==> src/core/ibcs_pkg.sv <==
/*
 Package for the instruction bus cycle sequencer: cycle kinds, instruction
 classes, address widths and sequence limits.
 Assumes nothing of its surroundings beyond a SystemVerilog elaborator.
*/
package ibcs_pkg;

    // Widths and limits
    localparam int ADDR_W = 24;
    localparam int MAX_CYCLES = 9;
    localparam int MAX_WORDS = 5;
    localparam int WORD_BYTES = 2;

    // Kind of one step in a sequence
    typedef enum logic [2:0] {
        IBCS_CYC_READ_W,
        IBCS_CYC_READ_B,
        IBCS_CYC_WRITE_W,
        IBCS_CYC_WRITE_B,
        IBCS_CYC_IDLE
    } ibcs_cyc_t;

    // Where the address of a step comes from
    typedef enum logic [1:0] {
        IBCS_ADR_WORD,
        IBCS_ADR_NEXT,
        IBCS_ADR_EA
    } ibcs_adr_t;

    // Instruction classes covered
    typedef enum logic [2:0] {
        IBCS_CLS_PLAIN,
        IBCS_CLS_BR8,
        IBCS_CLS_BR16,
        IBCS_CLS_BIT_TEST,
        IBCS_CLS_BIT_RMW
    } ibcs_cls_t;

    localparam logic [2:0] CLS_W_UNUSED = 3'h0;

endpackage

==> src/core/ibcs_step_if.sv <==
/*
 Interface carrying one decoded sequence step from the step table to the
 sequencer. Assumes both ends sit in the same clock domain.
*/
`timescale 1ns/1ps
interface ibcs_step_if;
    ibcs_pkg::ibcs_cls_t cls;        // Instruction class
    logic [2:0] words;               // Instruction length in words
    logic [3:0] index;               // Step number within the instruction
    ibcs_pkg::ibcs_cyc_t kind;       // Kind of cycle at this step
    ibcs_pkg::ibcs_adr_t src;        // Address source
    logic [2:0] word_no;             // Word number for fetch steps
    logic locked;                    // Bus held after this step
    logic last;                      // Final step of the instruction

    modport table_end (
        input cls, words, index,
        output kind, src, word_no, locked, last
    );
    modport seq_end (
        output cls, words, index,
        input kind, src, word_no, locked, last
    );
endinterface // ibcs_step_if

==> src/core/ibcs_step_table.sv <==
/*
 Step table: maps class, length and step number to one bus cycle.
 Pure combinational; assumes the sequencer only asks for steps in range.
*/
`timescale 1ns/1ps
module ibcs_step_table (
    ibcs_step_if.table_end st // Step query and answer
);

    logic [3:0] nw;
    logic [3:0] i;

    ////////////////////////////////////////////////////////////////////////
    // Fetch extension words first, then the class tail
    always_comb begin
        nw = {1'b0, st.words};
        i = st.index;
        st.kind = ibcs_pkg::IBCS_CYC_READ_W;
        st.src = ibcs_pkg::IBCS_ADR_NEXT;
        st.word_no = 3'h0;
        st.locked = 1'b0;
        st.last = 1'b0;
        if (st.cls == ibcs_pkg::IBCS_CLS_BR8) begin
            // Next sequential read even when not taken
            st.src = (i == 4'h0) ? ibcs_pkg::IBCS_ADR_NEXT
                                 : ibcs_pkg::IBCS_ADR_EA;
            st.last = (i == 4'h1);
        end else if (i + 4'h1 < nw) begin
            st.src = ibcs_pkg::IBCS_ADR_WORD;
            st.word_no = 3'(i + 4'h1);
        end else begin
            case (st.cls)
                ibcs_pkg::IBCS_CLS_BR16: begin
                    // Idle state while target is computed
                    if (i == nw - 4'h1) begin
                        st.kind = ibcs_pkg::IBCS_CYC_IDLE;
                    end else begin
                        st.src = ibcs_pkg::IBCS_ADR_EA;
                        st.last = 1'b1;
                    end
                end
                ibcs_pkg::IBCS_CLS_BIT_TEST: begin
                    if (i == nw - 4'h1) begin
                        st.kind = ibcs_pkg::IBCS_CYC_READ_B;
                        st.src = ibcs_pkg::IBCS_ADR_EA;
                    end else begin
                        st.last = 1'b1;
                    end
                end
                ibcs_pkg::IBCS_CLS_BIT_RMW: begin
                    // Read, prefetch, then write back; first two locked
                    if (i == nw - 4'h1) begin
                        st.kind = ibcs_pkg::IBCS_CYC_READ_B;
                        st.src = ibcs_pkg::IBCS_ADR_EA;
                        st.locked = 1'b1;
                    end else if (i == nw) begin
                        st.locked = 1'b1;
                    end else begin
                        st.kind = ibcs_pkg::IBCS_CYC_WRITE_B;
                        st.src = ibcs_pkg::IBCS_ADR_EA;
                        st.last = 1'b1;
                    end
                end
                default: begin
                    st.last = 1'b1;
                end
            endcase
        end
    end

endmodule // ibcs_step_table

==> src/core/ibcs_sequencer.sv <==
/*
 Instruction bus cycle sequencer: issues the ordered bus cycles of one
 instruction. Assumes the bus answers with a one-cycle done pulse per
 access and that requesters of the bus honour the grant output.
*/
`timescale 1ns/1ps
module ibcs_sequencer #(
    parameter int ADDR_W = ibcs_pkg::ADDR_W
) (
    input wire logic core_clk,                    // System clock
    input wire logic rst_n,                       // Sync reset, low
    input wire logic start,                       // Start an instruction
    input wire ibcs_pkg::ibcs_cls_t cls,          // Instruction class
    input wire logic [2:0] words,                 // Length in words 1..5
    input wire logic [ADDR_W-1:0] pc,             // Instruction start
    input wire logic [ADDR_W-1:0] ea,             // Effective/target address
    input wire logic [7:0] wr_byte,               // Byte to write back
    input wire logic bus_done,                    // Access completed
    input wire logic ext_req,                     // External bus request
    output logic busy,                            // Instruction in progress
    output logic bus_req,                         // Access requested
    output logic bus_write,                       // Write access
    output logic bus_byte,                        // Byte-wide access
    output logic [ADDR_W-1:0] bus_addr,           // Access address
    output logic [15:0] bus_wdata,                // Write data
    output logic bus_locked,                      // Current cycle locked
    output logic ext_grant,                       // Bus handed over
    output logic instr_done                       // Pulse at list end
);

    // Refuse widths too narrow for the word offsets or wider than the bus
    if (ADDR_W < 4 || ADDR_W > 32) begin : g_bad_addr_w
        $error("ibcs_sequencer: ADDR_W out of range");
    end

    // Issue one step, then wait for its done pulse before the next one
    typedef enum logic [1:0] {
        IBCS_S_IDLE,
        IBCS_S_ISSUE,
        IBCS_S_WAIT
    } ibcs_state_t;

    ibcs_step_if st ();

    ibcs_state_t state, next_state;
    ibcs_pkg::ibcs_cls_t cls_q, next_cls_q;
    logic [2:0] words_q, next_words_q;
    logic [3:0] index, next_index;
    logic [ADDR_W-1:0] pc_q, next_pc_q, ea_q, next_ea_q;
    logic [7:0] wb_q, next_wb_q;
    logic hold, next_hold;
    logic next_bus_req, next_bus_write, next_bus_byte, next_bus_locked;
    logic next_instr_done;
    logic [ADDR_W-1:0] next_bus_addr;
    logic step_bus;

    // Address of word n of the current instruction
    function automatic logic [ADDR_W-1:0] word_addr(
        input logic [ADDR_W-1:0] base,
        input logic [3:0] n
    );
        word_addr = base + ADDR_W'(n) * ADDR_W'(ibcs_pkg::WORD_BYTES);
    endfunction

    // Length actually run: zero counts as one word, an 8-bit branch is one
    // word whatever the decoder said, and no format is longer than five
    function automatic logic [2:0] run_words(
        input ibcs_pkg::ibcs_cls_t c,
        input logic [2:0] w
    );
        if (c == ibcs_pkg::IBCS_CLS_BR8 || w == 3'h0) begin
            run_words = 3'h1;
        end else if (w > 3'(ibcs_pkg::MAX_WORDS)) begin
            run_words = 3'(ibcs_pkg::MAX_WORDS);
        end else begin
            run_words = w;
        end
    endfunction

    // Kind decode for the registered write and width flags
    function automatic logic is_write(input ibcs_pkg::ibcs_cyc_t k);
        is_write = (k == ibcs_pkg::IBCS_CYC_WRITE_B) ||
                   (k == ibcs_pkg::IBCS_CYC_WRITE_W);
    endfunction

    function automatic logic is_byte(input ibcs_pkg::ibcs_cyc_t k);
        is_byte = (k == ibcs_pkg::IBCS_CYC_READ_B) ||
                  (k == ibcs_pkg::IBCS_CYC_WRITE_B);
    endfunction

    ////////////////////////////////////////////////////////////////////////
    // Step table lookup
    assign st.cls = cls_q;
    assign st.words = words_q;
    assign st.index = index;

    ibcs_step_table u_table (
        .st(st)
    );

    assign step_bus = (st.kind != ibcs_pkg::IBCS_CYC_IDLE);
    assign busy = (state != IBCS_S_IDLE);
    // Grant withheld while a locked cycle or its follower runs
    assign ext_grant = ext_req && !hold && !bus_req && !busy;
    // Byte written back on both lanes so either lane position serves
    assign bus_wdata = {wb_q, wb_q};

    ////////////////////////////////////////////////////////////////////////
    // Next-state logic: one step per issue, waits for bus completion
    always_comb begin
        next_state = state;
        next_cls_q = cls_q;
        next_words_q = words_q;
        next_index = index;
        next_pc_q = pc_q;
        next_ea_q = ea_q;
        next_wb_q = wb_q;
        next_hold = hold;
        next_bus_req = 1'b0;
        next_bus_write = bus_write;
        next_bus_byte = bus_byte;
        next_bus_addr = bus_addr;
        next_bus_locked = bus_locked;
        next_instr_done = 1'b0;
        case (state)
            IBCS_S_IDLE: begin
                if (start) begin
                    next_cls_q = cls;
                    next_words_q = run_words(cls, words);
                    next_pc_q = pc;
                    next_ea_q = ea;
                    next_wb_q = wr_byte;
                    next_index = 4'h0;
                    next_state = IBCS_S_ISSUE;
                end
            end
            IBCS_S_ISSUE: begin
                next_bus_write = is_write(st.kind);
                next_bus_byte = is_byte(st.kind);
                next_bus_locked = st.locked;
                case (st.src)
                    ibcs_pkg::IBCS_ADR_WORD:
                        next_bus_addr = word_addr(pc_q,
                                         {1'b0, st.word_no});
                    ibcs_pkg::IBCS_ADR_EA: next_bus_addr = ea_q;
                    default: next_bus_addr = word_addr(pc_q,
                                         {1'b0, words_q});
                endcase
                if (step_bus) begin
                    next_bus_req = 1'b1;
                    next_state = IBCS_S_WAIT;
                end else if (index < 4'(ibcs_pkg::MAX_CYCLES - 1)) begin
                    // Internal state: one cycle with no access, then on
                    next_index = index + 4'h1;
                end
            end
            IBCS_S_WAIT: begin
                // Request stands until the done pulse is seen
                next_bus_req = !bus_done;
                if (bus_done) begin
                    // Lock covers the cycle after a locked one too
                    next_hold = bus_locked;
                    if (st.last ||
                        index == 4'(ibcs_pkg::MAX_CYCLES - 1)) begin
                        next_instr_done = 1'b1;
                        next_state = IBCS_S_IDLE;
                    end else begin
                        next_index = index + 4'h1;
                        next_state = IBCS_S_ISSUE;
                    end
                end
            end
            default: next_state = IBCS_S_IDLE;
        endcase
    end

    ////////////////////////////////////////////////////////////////////////
    // State registers; reset is sampled on the clock edge, so every
    // reset value is a constant and nothing leaves the clock domain
    always_ff @(posedge core_clk) begin
        if (!rst_n) begin
            state <= IBCS_S_IDLE;
            cls_q <= ibcs_pkg::IBCS_CLS_PLAIN;
            words_q <= 3'h1;
            index <= 4'h0;
            pc_q <= '0;
            ea_q <= '0;
            wb_q <= 8'h00;
            hold <= 1'b0;
            bus_req <= 1'b0;
            bus_write <= 1'b0;
            bus_byte <= 1'b0;
            bus_addr <= '0;
            bus_locked <= 1'b0;
            instr_done <= 1'b0;
        end else begin
            state <= next_state;
            cls_q <= next_cls_q;
            words_q <= next_words_q;
            index <= next_index;
            pc_q <= next_pc_q;
            ea_q <= next_ea_q;
            wb_q <= next_wb_q;
            hold <= next_hold;
            bus_req <= next_bus_req;
            bus_write <= next_bus_write;
            bus_byte <= next_bus_byte;
            bus_addr <= next_bus_addr;
            bus_locked <= next_bus_locked;
            instr_done <= next_instr_done;
        end
    end

endmodule // ibcs_sequencer

==> config.mk <==
export PLATFORM = sky130hd
export DESIGN_NAME = ibcs_sequencer
export DESIGN_NICKNAME = d
export VERILOG_FILES = /design/src/core/ibcs_pkg.sv /design/src/core/ibcs_step_if.sv /design/src/core/ibcs_step_table.sv /design/src/core/ibcs_sequencer.sv
export SDC_FILE = /design/constraint.sdc
export NUM_CORES = 1
export LEC_CHECK = 0
export BUFFER_PORTS_ARGS = -buffer_cell sky130_fd_sc_hd__buf_2
export CORE_MARGIN = 3
export CORE_UTILIZATION = 58
export DETAILED_ROUTE_END_ITERATION = 7
export PLACE_DENSITY = 0.94
export SLEW_MARGIN = 20
export SYNTH_ARGS = -nofsm -noshare
export SYNTH_HDL_FRONTEND = slang
export SYNTH_SLANG_ARGS = --single-unit
==> constraint.sdc <==
create_clock -name core_clk -period 7 [get_ports core_clk]
set_input_delay 0.35 -clock core_clk [delete_from_list [all_inputs] [get_ports core_clk]]
set_output_delay 0.35 -clock core_clk [all_outputs]
set_load 0.005 [all_outputs]
# Yosys cells after proc, flatten, opt, wreduce, memory -nomap -nowiden
# Cells that the tools add are included.
[word_totals]
regBits = 98
input_bits = 67
wordCells = 111
[classes]
addsub = 4
magnitude_cmp = 3
eq_ne = 22
mux = 45
n_reduce_logical = 23
[op_table]
columns = ["operator", "count"]
rows = [
  ["$add 24x4->24", 2],
  ["$pmux 24 s2", 1],
  ["$mux 3", 8],
  ["$mux 2", 11],
  ["$mux 4", 5],
  ["$mux 1", 14],
  ["$eq 3x2->1 const B", 4],
  ["$ne 2x2->1 const B", 6],
  ["$pmux 2 s3", 2],
  ["$pmux 4 s3", 1],
  ["$eq 3x1->1 const B", 3],
  ["$pmux 3 s3", 1],
  ["$reduce_and 3->1", 2],
  ["$reduce_and 6->1", 1],
  ["$add 4x1->4 const B", 1],
  ["$eq 2x2->1 const B", 2],
  ["$eq 4x1->1 const B", 1],
  ["$eq 4x3->1", 1],
  ["$eq 4x4->1", 1],
  ["$eq 4x4->1 const B", 1],
  ["$logic_not 1->1", 4],
  ["$logic_not 2->1", 2],
  ["$logic_not 4->1", 1],
  ["$logic_or 1x1->1", 4],
  ["14 further kinds", 18],
]

# Depth between registers and ports, before layout
# Gate-level depths: netlist of the first run.
[depth]
depth_word = 10
mapped_depth = 17

# Hierarchy
# From an unflattened synthesis of the first run, not the netlist that was laid out.
[unflattened]
hier_cells = 635
hier_area_um2 = 5063.6
[by_module_without_submodules]
columns = ["mod", "instances", "cells_each", "area_per_inst_um2", "seq_area_each_um2"]
rows = [
  ["ibcs_sequencer", 1, 572, 4624.4, 1961.9],
  ["ibcs_step_table", 1, 63, 439.2, 0.0],
]

# Worst setup path after synthesis of the first run
# No wires, ideal clock.
[synth_timing]
path_type = "flip-flop to flip-flop"
start = "reg index[0]"
end = "reg bus_addr[13]"
setup_time_ns = 0.079
arrival_ns = 3.723
t_required_ns = 6.921
setup_slack_ns = 3.198
path_stages_with_launch = 18
period_less_slack_ns = 3.802
path_cell_list = "dfxtp_1 -> inv_1 -> ha_1 -> ha_1 -> nor2b_1 -> o21a_1 -> nor3_1 -> nand2_1 -> nand2_1 -> o21ai_0 -> ha_1 -> fa_1 -> a21oi_1 -> nor3_2 -> and4_1 -> xnor2_1 -> or4_1 -> o211ai_1"
[synth_between]
elab_chain_len = 8
[synth_rtl]
columns = ["element", "line_no", "text"]
rows = [
  ["from (decl)", "ibcs_sequencer.sv:48", "logic [3:0] index, next_index;"],
  ["from (signal assigned)", "ibcs_sequencer.sv:200", "index <= next_index;"],
  ["branches (longest 7 deep; another with $add 24x4->24)", "n/a", ""],
  ["$pmux 24 s2 *", "ibcs_sequencer.sv:141", "case (st.src)"],
  ["to (signal assigned)", "ibcs_sequencer.sv:208", "bus_addr <= next_bus_addr;"],
  ["to (decl)", "ibcs_sequencer.sv:24", "output logic [ADDR_W-1:0] bus_addr,"],
]
# Every way passes the cells marked *.
# A chain may end at the register's enable or synchronous reset.

# Worst setup path in the final report of the first run
# Ends and elaborated chain as after synthesis.

==> impl_metrics.ini, run 1 <==
[clock_tree]
cts_buffer_depth = 2
cts_hold_buf = 0
path_clk_slew_ps = 100
cts_tree = built
postCtsSetupBuffers = 0
numClockSinks = 98
cts_resized = 0
cts_root_buf = clkbuf_8
cts-htree-levels = 3
clk_latency_ps = 360
cts_made_buffers = 9

[die]
rows = 32
die_y_microns = 97.36
core-area_sq_mm = 0.007928
die_area_sq_mm = 0.009479
start_util = 0.6106
die-width_microns = 97.36
boundaryPins = 114

[timing]
hold_viol = 0
slew_headroom = 0.3255
rsz0062_at_grt = false
finalClockSkew_ps = 9.712
slew_viol_final = 0
whs_ps = 211.0
worst-slew-pin-transition_ps = 1012
tns_ps = 0
post-route-worst-setup-slack_ps = 2497
finalCritPeriodShare = 0.6432
clock.fmax_mhz = 222.1
period_minus_slack_ps = 4503
setup_viol = 0

[placement]
dp_hpwl_microns = 9043
place_congestion = 0.8813
pre_cts_slack_ps = 2675
io_buffers = 113
dpl_cell_area_sq_mm = 0.005311

[worst_setup_path]
arrival_ps = 4790
critPathCaptureType = register
cp-start-kind = register
reg2reg_depth = 17
crit_family = simple AND/OR/NAND/NOR gates
cp.required_ps = 7290
crit_path_max_fanout = 7
r2r-end = bus_addr[13]
crit_buf_inv = 1
path_depth = 17
crit_path_top_delay_cell = dfxtp_1
path_cells = inv_1 -> ha_1 -> ha_1 -> nor2b_1 -> o21a_1 -> nor3_1 -> nand2_1 -> nand2_1 -> o21ai_0 -> ha_1 -> fa_1 -> a21oi_1 -> nor3_2 -> and4_1 -> xnor2_1 -> or4_1 -> o211ai_1
crit_top_cell = ha_1
max_stage_delay_ps = 470
ff2ff_setup_slack_ps = 2500
rr_startpoint = index[0]
worstSetupPathType = reg -> reg

[pwr]
ir_drop_v = 0.0001819
p_seq_frac = 0.408
power.density_mw_per_mm2 = 329.6
power.internal_mw = 1.080
leakage_nw = 2.257
power.switching_uw = 736.1
netSwitchingFraction = 0.4054
comb_power_share = 0.390
power_frac_clock = 0.203

[status]
outcome = finished clean

[global_routing]
grt_pass1_vias = 4532
grt_pass1_wl_microns = 21420
grt_overflow = 0
grt_usage = 0.2698
antenna_found_initial = 0
grt_max_degree = 72

[min_path]
worstHoldStart = pc[15]
hold-path-endpoint = pc_q[15]
whs_path_depth = 3
min_path_type = in -> reg

[drt]
routedWlPerCell_microns = 16.15
num_vias = 4687
drc = 0
dr.pass1.iters = 5
drt-vias-per-instance = 5.956
routed_wl_microns = 12710
ant_nets = 0
drt_iter0_markers = 323

[logic_synthesis]
netlist_instances = 603
ys_warn_count = 0
syn_area_per_cell_sq_um = 8.028
synth.yosys.seq_area_share = 0.4053
yosys_register_bits = 98
async_flop_share = 0
synth_nets = 685
yosysUniqueCellTypes = 56
synth_area_sq_mm = 0.004841
synthFlopType = dfxtp_1
synth-edff-count = 0

[cells_and_area]
multi_input_area_sq_mm = 0.002597
finalNetCount = 763
n_antenna_cell = 0
layout.area.seq_sq_mm = 0.001962
final_layout_size_suffix_gt1_frac = 0.2146
final.fill_count = 642
design_area_sq_mm = 0.005509
area_growth_syn_to_layout_pct = 13.80

[flow_run]
maxCapViolations = 0
layer usage:
metal / track usage / wire, microns / vias to the layer above
met5: 0 / 0 / -
met4: 0.09798 / 257 / 0
met3: 0.04523 / 934 / 28
met2: 0.4460 / 6097 / 222
met1: 0.3548 / 5422 / 2170
li1: - / - / 2267
Yosys cell counts (9+ instances only):
cell / n / area, sq um
buf_4: 10 / 75.07
o21ai_0: 17 / 85.08
inv_1: 9 / 33.78
dfxtp_1: 98 / 1962
nand3_1: 40 / 200.2
xnor2_1: 15 / 131.4
o311ai_1: 10 / 87.58
clkbuf_1: 32 / 120.1
o2111ai_1: 11 / 96.34
a21oi_1: 73 / 365.4
nand2_1: 142 / 533.0
ha_1: 14 / 175.2
nor2_1: 21 / 78.83
xor2_1: 12 / 105.1
through the flow:
stage,cells,power [mW],util
3_3_place_gp,772,1.405,0.6700
6_report,787,1.816,0.6949
3_5_place_dp,772,1.439,0.6700
4_1_cts,787,1.805,0.6943
2_1_floorplan,603,1.253,-
5_1_grt,787,1.930,0.6949
cell usage in the layout, fill, tap and decap left out, types with 2 or more instances in the layout:
cell type / netlist / final
buf_2: 4 / 113
or4_1: 3 / 3
o311ai_1: 10 / 10
dfxtp_1: 98 / 98
nor3b_1: 4 / 4
inv_1: 9 / 9
nand2_1: 142 / 141
o21a_1: 2 / 2
a32oi_1: 4 / 4
a31oi_1: 7 / 7
o2111ai_1: 11 / 11
ha_1: 14 / 14
a21oi_1: 73 / 73
o21ai_0: 17 / 17
mux2i_1: 4 / 4
clkbuf_8: 0 / 10
o31ai_2: 2 / 2
or3b_1: 3 / 3
xnor2_1: 15 / 15
buf_4: 10 / 3
o211ai_1: 6 / 6
nor2_1: 21 / 21
nand3_1: 40 / 40
and3_1: 7 / 7
o211ai_2: 2 / 2
nor3_2: 3 / 3
a21o_1: 2 / 2
nor2b_1: 4 / 4
nor3_1: 6 / 6
a22oi_1: 2 / 2
and4_1: 2 / 2
a311o_1: 2 / 2
nand4_1: 5 / 5
xor2_1: 12 / 12
cell type report:
class	instances	share of cell area
multi-input cells	445	0.4715
flip-flops and latches	98	0.3561
repair buffers	116	0.1067
clock buffers	11	0.02566
well taps	102	0.02317
clock inverters	4	0.009312
inverters	11	0.007495
flip-flops by register name, indices dropped and copies added (netlist names), 2 cells and up:
signal	flops
wb_q	8
st.words	3
pc_q	24
state	2
bus_addr	24
cls_q	3
ea_q	24
index	4
cell families after synthesis:
group,Yosys count,share of synthesized area
DFF,98,0.4053
buffers and inverters,60,0.05996
adders and majority gates,15,0.04032
xor gates and xnor gates,28,0.05221
AOI/OAI and AO/OA,148,0.1967
muxes,5,0.01060
and+or+nand+nor,249,0.2349
worst min-delay path, cell delays in order:
cell     delay [ps]
buf_2            90
nand2_1          40
a21oi_1          50
worst max path at each step:
stage / start / to
after CTS: index[0] / bus_addr[13]
after detailed placement: index[0] / bus_addr[13]
after global routing: index[0] / bus_addr[13]
after floorplan: index[0] / bus_addr[13]
after global placement: index[0] / bus_addr[13]
final: index[0] / bus_addr[13]
power groups by stage:
| stage | Sequential [mW] | Combinational (mW) | Clock, mW |
|---|---|---|---|
| floorplan | 0.728 | 0.525 | 0 |
| global placement | 0.744 | 0.661 | 0 |
| detailed placement | 0.749 | 0.690 | 0 |
| CTS | 0.737 | 0.698 | 0.369 |
| global route | 0.754 | 0.785 | 0.391 |
| finish | 0.740 | 0.708 | 0.368 |
No activity file was read; power rests on OpenSTA's default activity.
==> run 2: changes to the inputs <==
Settings changed: CORE_UTILIZATION 58 to 49, PLACE_DENSITY 0.94 to 0.86.
Clock period 7 ns to 4 ns, I/O delays scaled along.
==> run 2 against run 1 <==
Compared with the run above:
- worst setup slack lost 2200 ps
- flip-flop and latch count is the same
- count of clock-buffer cells in the layout is the same
- register-to-register slack lost 2200 ps
- global-route usage shrank 3.8 points
- sequential share of layout area shrank 0.64 points
- critical path type unchanged
- critical endpoint unchanged
- largest power group unchanged
==> impl_metrics.ini, run 2 (synthesis results as in run 1) <==
[worst_setup_path]
crit_buf_inv = 1
crit_path_max_fanout = 7
cp-start-kind = register
critPathCaptureType = register
r2r-end = bus_addr[13]
ff2ff_setup_slack_ps = 280
rr_startpoint = index[0]
reg2reg_depth = 17
crit_path_top_delay_cell = or4_1
worstSetupPathType = reg -> reg
arrival_ps = 4000
path_cells = inv_1 -> ha_1 -> ha_1 -> nor2b_1 -> o21a_1 -> nor3_2 -> nand2_1 -> nand2_1 -> o21ai_0 -> ha_1 -> fa_2 -> a21oi_4 -> nor3_4 -> and4_1 -> xnor2_1 -> or4_1 -> o211ai_1
max_stage_delay_ps = 400
crit_family = simple AND/OR/NAND/NOR gates
cp.required_ps = 4290
crit_top_cell = ha_1

[cells_and_area]
final_common_cell = nand2_1
n_antenna_cell = 0
finalNetCount = 768
final_cell_mix = 141 x nand2_1, 113 x buf_2, 98 x dfxtp_1
final_core_util = 0.5959
final.fill_count = 885
top_regs = bus_addr: 24 flops, ea_q: 24 flops, pc_q: 24 flops
design_area_sq_mm = 0.005610
final_layout_size_suffix_gt1_frac = 0.2272
area_growth_syn_to_layout_pct = 15.90

[clock_tree]
cts_root_buf = clkbuf_8
cts_tree = built
path_clk_slew_ps = 100
cts-htree-levels = 3
postCtsSetupBuffers = 0
cts_buffer_depth = 2
cts_made_buffers = 9
clk_latency_ps = 360
cts_hold_buf = 0
numClockSinks = 98

[global_routing]
grt_pass1_wl_microns = 21150
grt_pass1_vias = 4329
grt_max_degree = 63
grt_overflow = 0
grt_usage = 0.2318
antenna_found_initial = 0

[pwr]
power_mw = 3.212
power.density_mw_per_mm2 = 572.6
leakage_nw = 2.306
ir_drop_v = 0.0002745

[drt]
wl_met2_microns = 6114
drt-vias-per-instance = 5.634
dr.pass1.iters = 5
drt_iter0_markers = 263
num_vias = 4620
routedWlPerCell_microns = 15.69
routed_wl_microns = 12870
wl_met3_microns = 902
ant_nets = 0
met1_length_microns = 5592
drc = 0
highest_layer = met4

[timing]
clock.fmax_mhz = 269.0
finalClockSkew_ps = 11.23
rsz0062_at_grt = false
period_minus_slack_ps = 3717
finalCritPeriodShare = 0.9294
setup_viol = 0
slew_viol_final = 0
worst-slew-pin-transition_ps = 881.4
tns_ps = 0
slew_headroom = 0.4098
whs_ps = 63.14
hold_viol = 0

[placement]
place_congestion = 0.8765
io_buffers = 113
dpl_cell_area_sq_mm = 0.005383
dp_hpwl_microns = 9560

[die]
die_y_microns = 105.4
die-width_microns = 105.4
die_area_sq_mm = 0.01111
core-area_sq_mm = 0.009415
start_util = 0.5142
boundaryPins = 114
rows = 35

[status]
outcome = finished clean

[min_path]
worstHoldStart = ea[6]
min_path_type = in -> reg
whs_path_depth = 3
hold-path-endpoint = ea_q[6]

[flow_run]
maxCapViolations = 0
run 2: worst max-delay path by stage:
stage	startpoint	end	slack, ps	cells after the start
floorplan	index[0]	bus_addr[13]	200	17
global placement	index[0]	bus_addr[13]	260	17
detailed placement	index[0]	bus_addr[13]	100	17
CTS	index[0]	bus_addr[13]	40	17
global route	index[0]	bus_addr[13]	40	16
finish	index[0]	bus_addr[13]	280	17
run 2: area by class of cell:
cell class,instances,area [sq um],area share
multi-input combinational,445,2624,0.4677
timing repair buffer,121,625.6,0.1115
inverter,11,41.29,0.007360
clock buffer,11,151.4,0.02698
tap,129,161.4,0.02877
clock inverter,5,45.04,0.008029
sequential,98,1962,0.3497
run 2: worst min-delay path, cell delays in order:
cell and delay, ps:
buf_2 90, nand2_1 40, a21oi_1 50
run 2: stage by stage:
step	setup WS [ps]	instances
CTS	43.31	820
global placement	263.1	804
floorplan	197.7	603
detailed placement	97.28	804
global route	36.08	820
finish	282.5	820
run 2: report_power, final:
part	switching (mW)	total [mW]	internal [mW]
clock network	0.365	0.636	0.271
registers	0.145	1.29	1.14
logic	0.811	1.29	0.477
total	1.32	3.21	1.89
run 2: timing repair:
action,in CTS,in global routing
endpoints found under the setup margin,0,4
resized for setup,0,5
endpoints found under the hold margin,0,0
run 2: layer usage:
layer | global-route usage | up-vias
met5 | 0 | -
met4 | 0.06748 | 0
met3 | 0.04042 | 26
met2 | 0.3830 | 171
met1 | 0.3104 | 2145
li1 | - | 2278
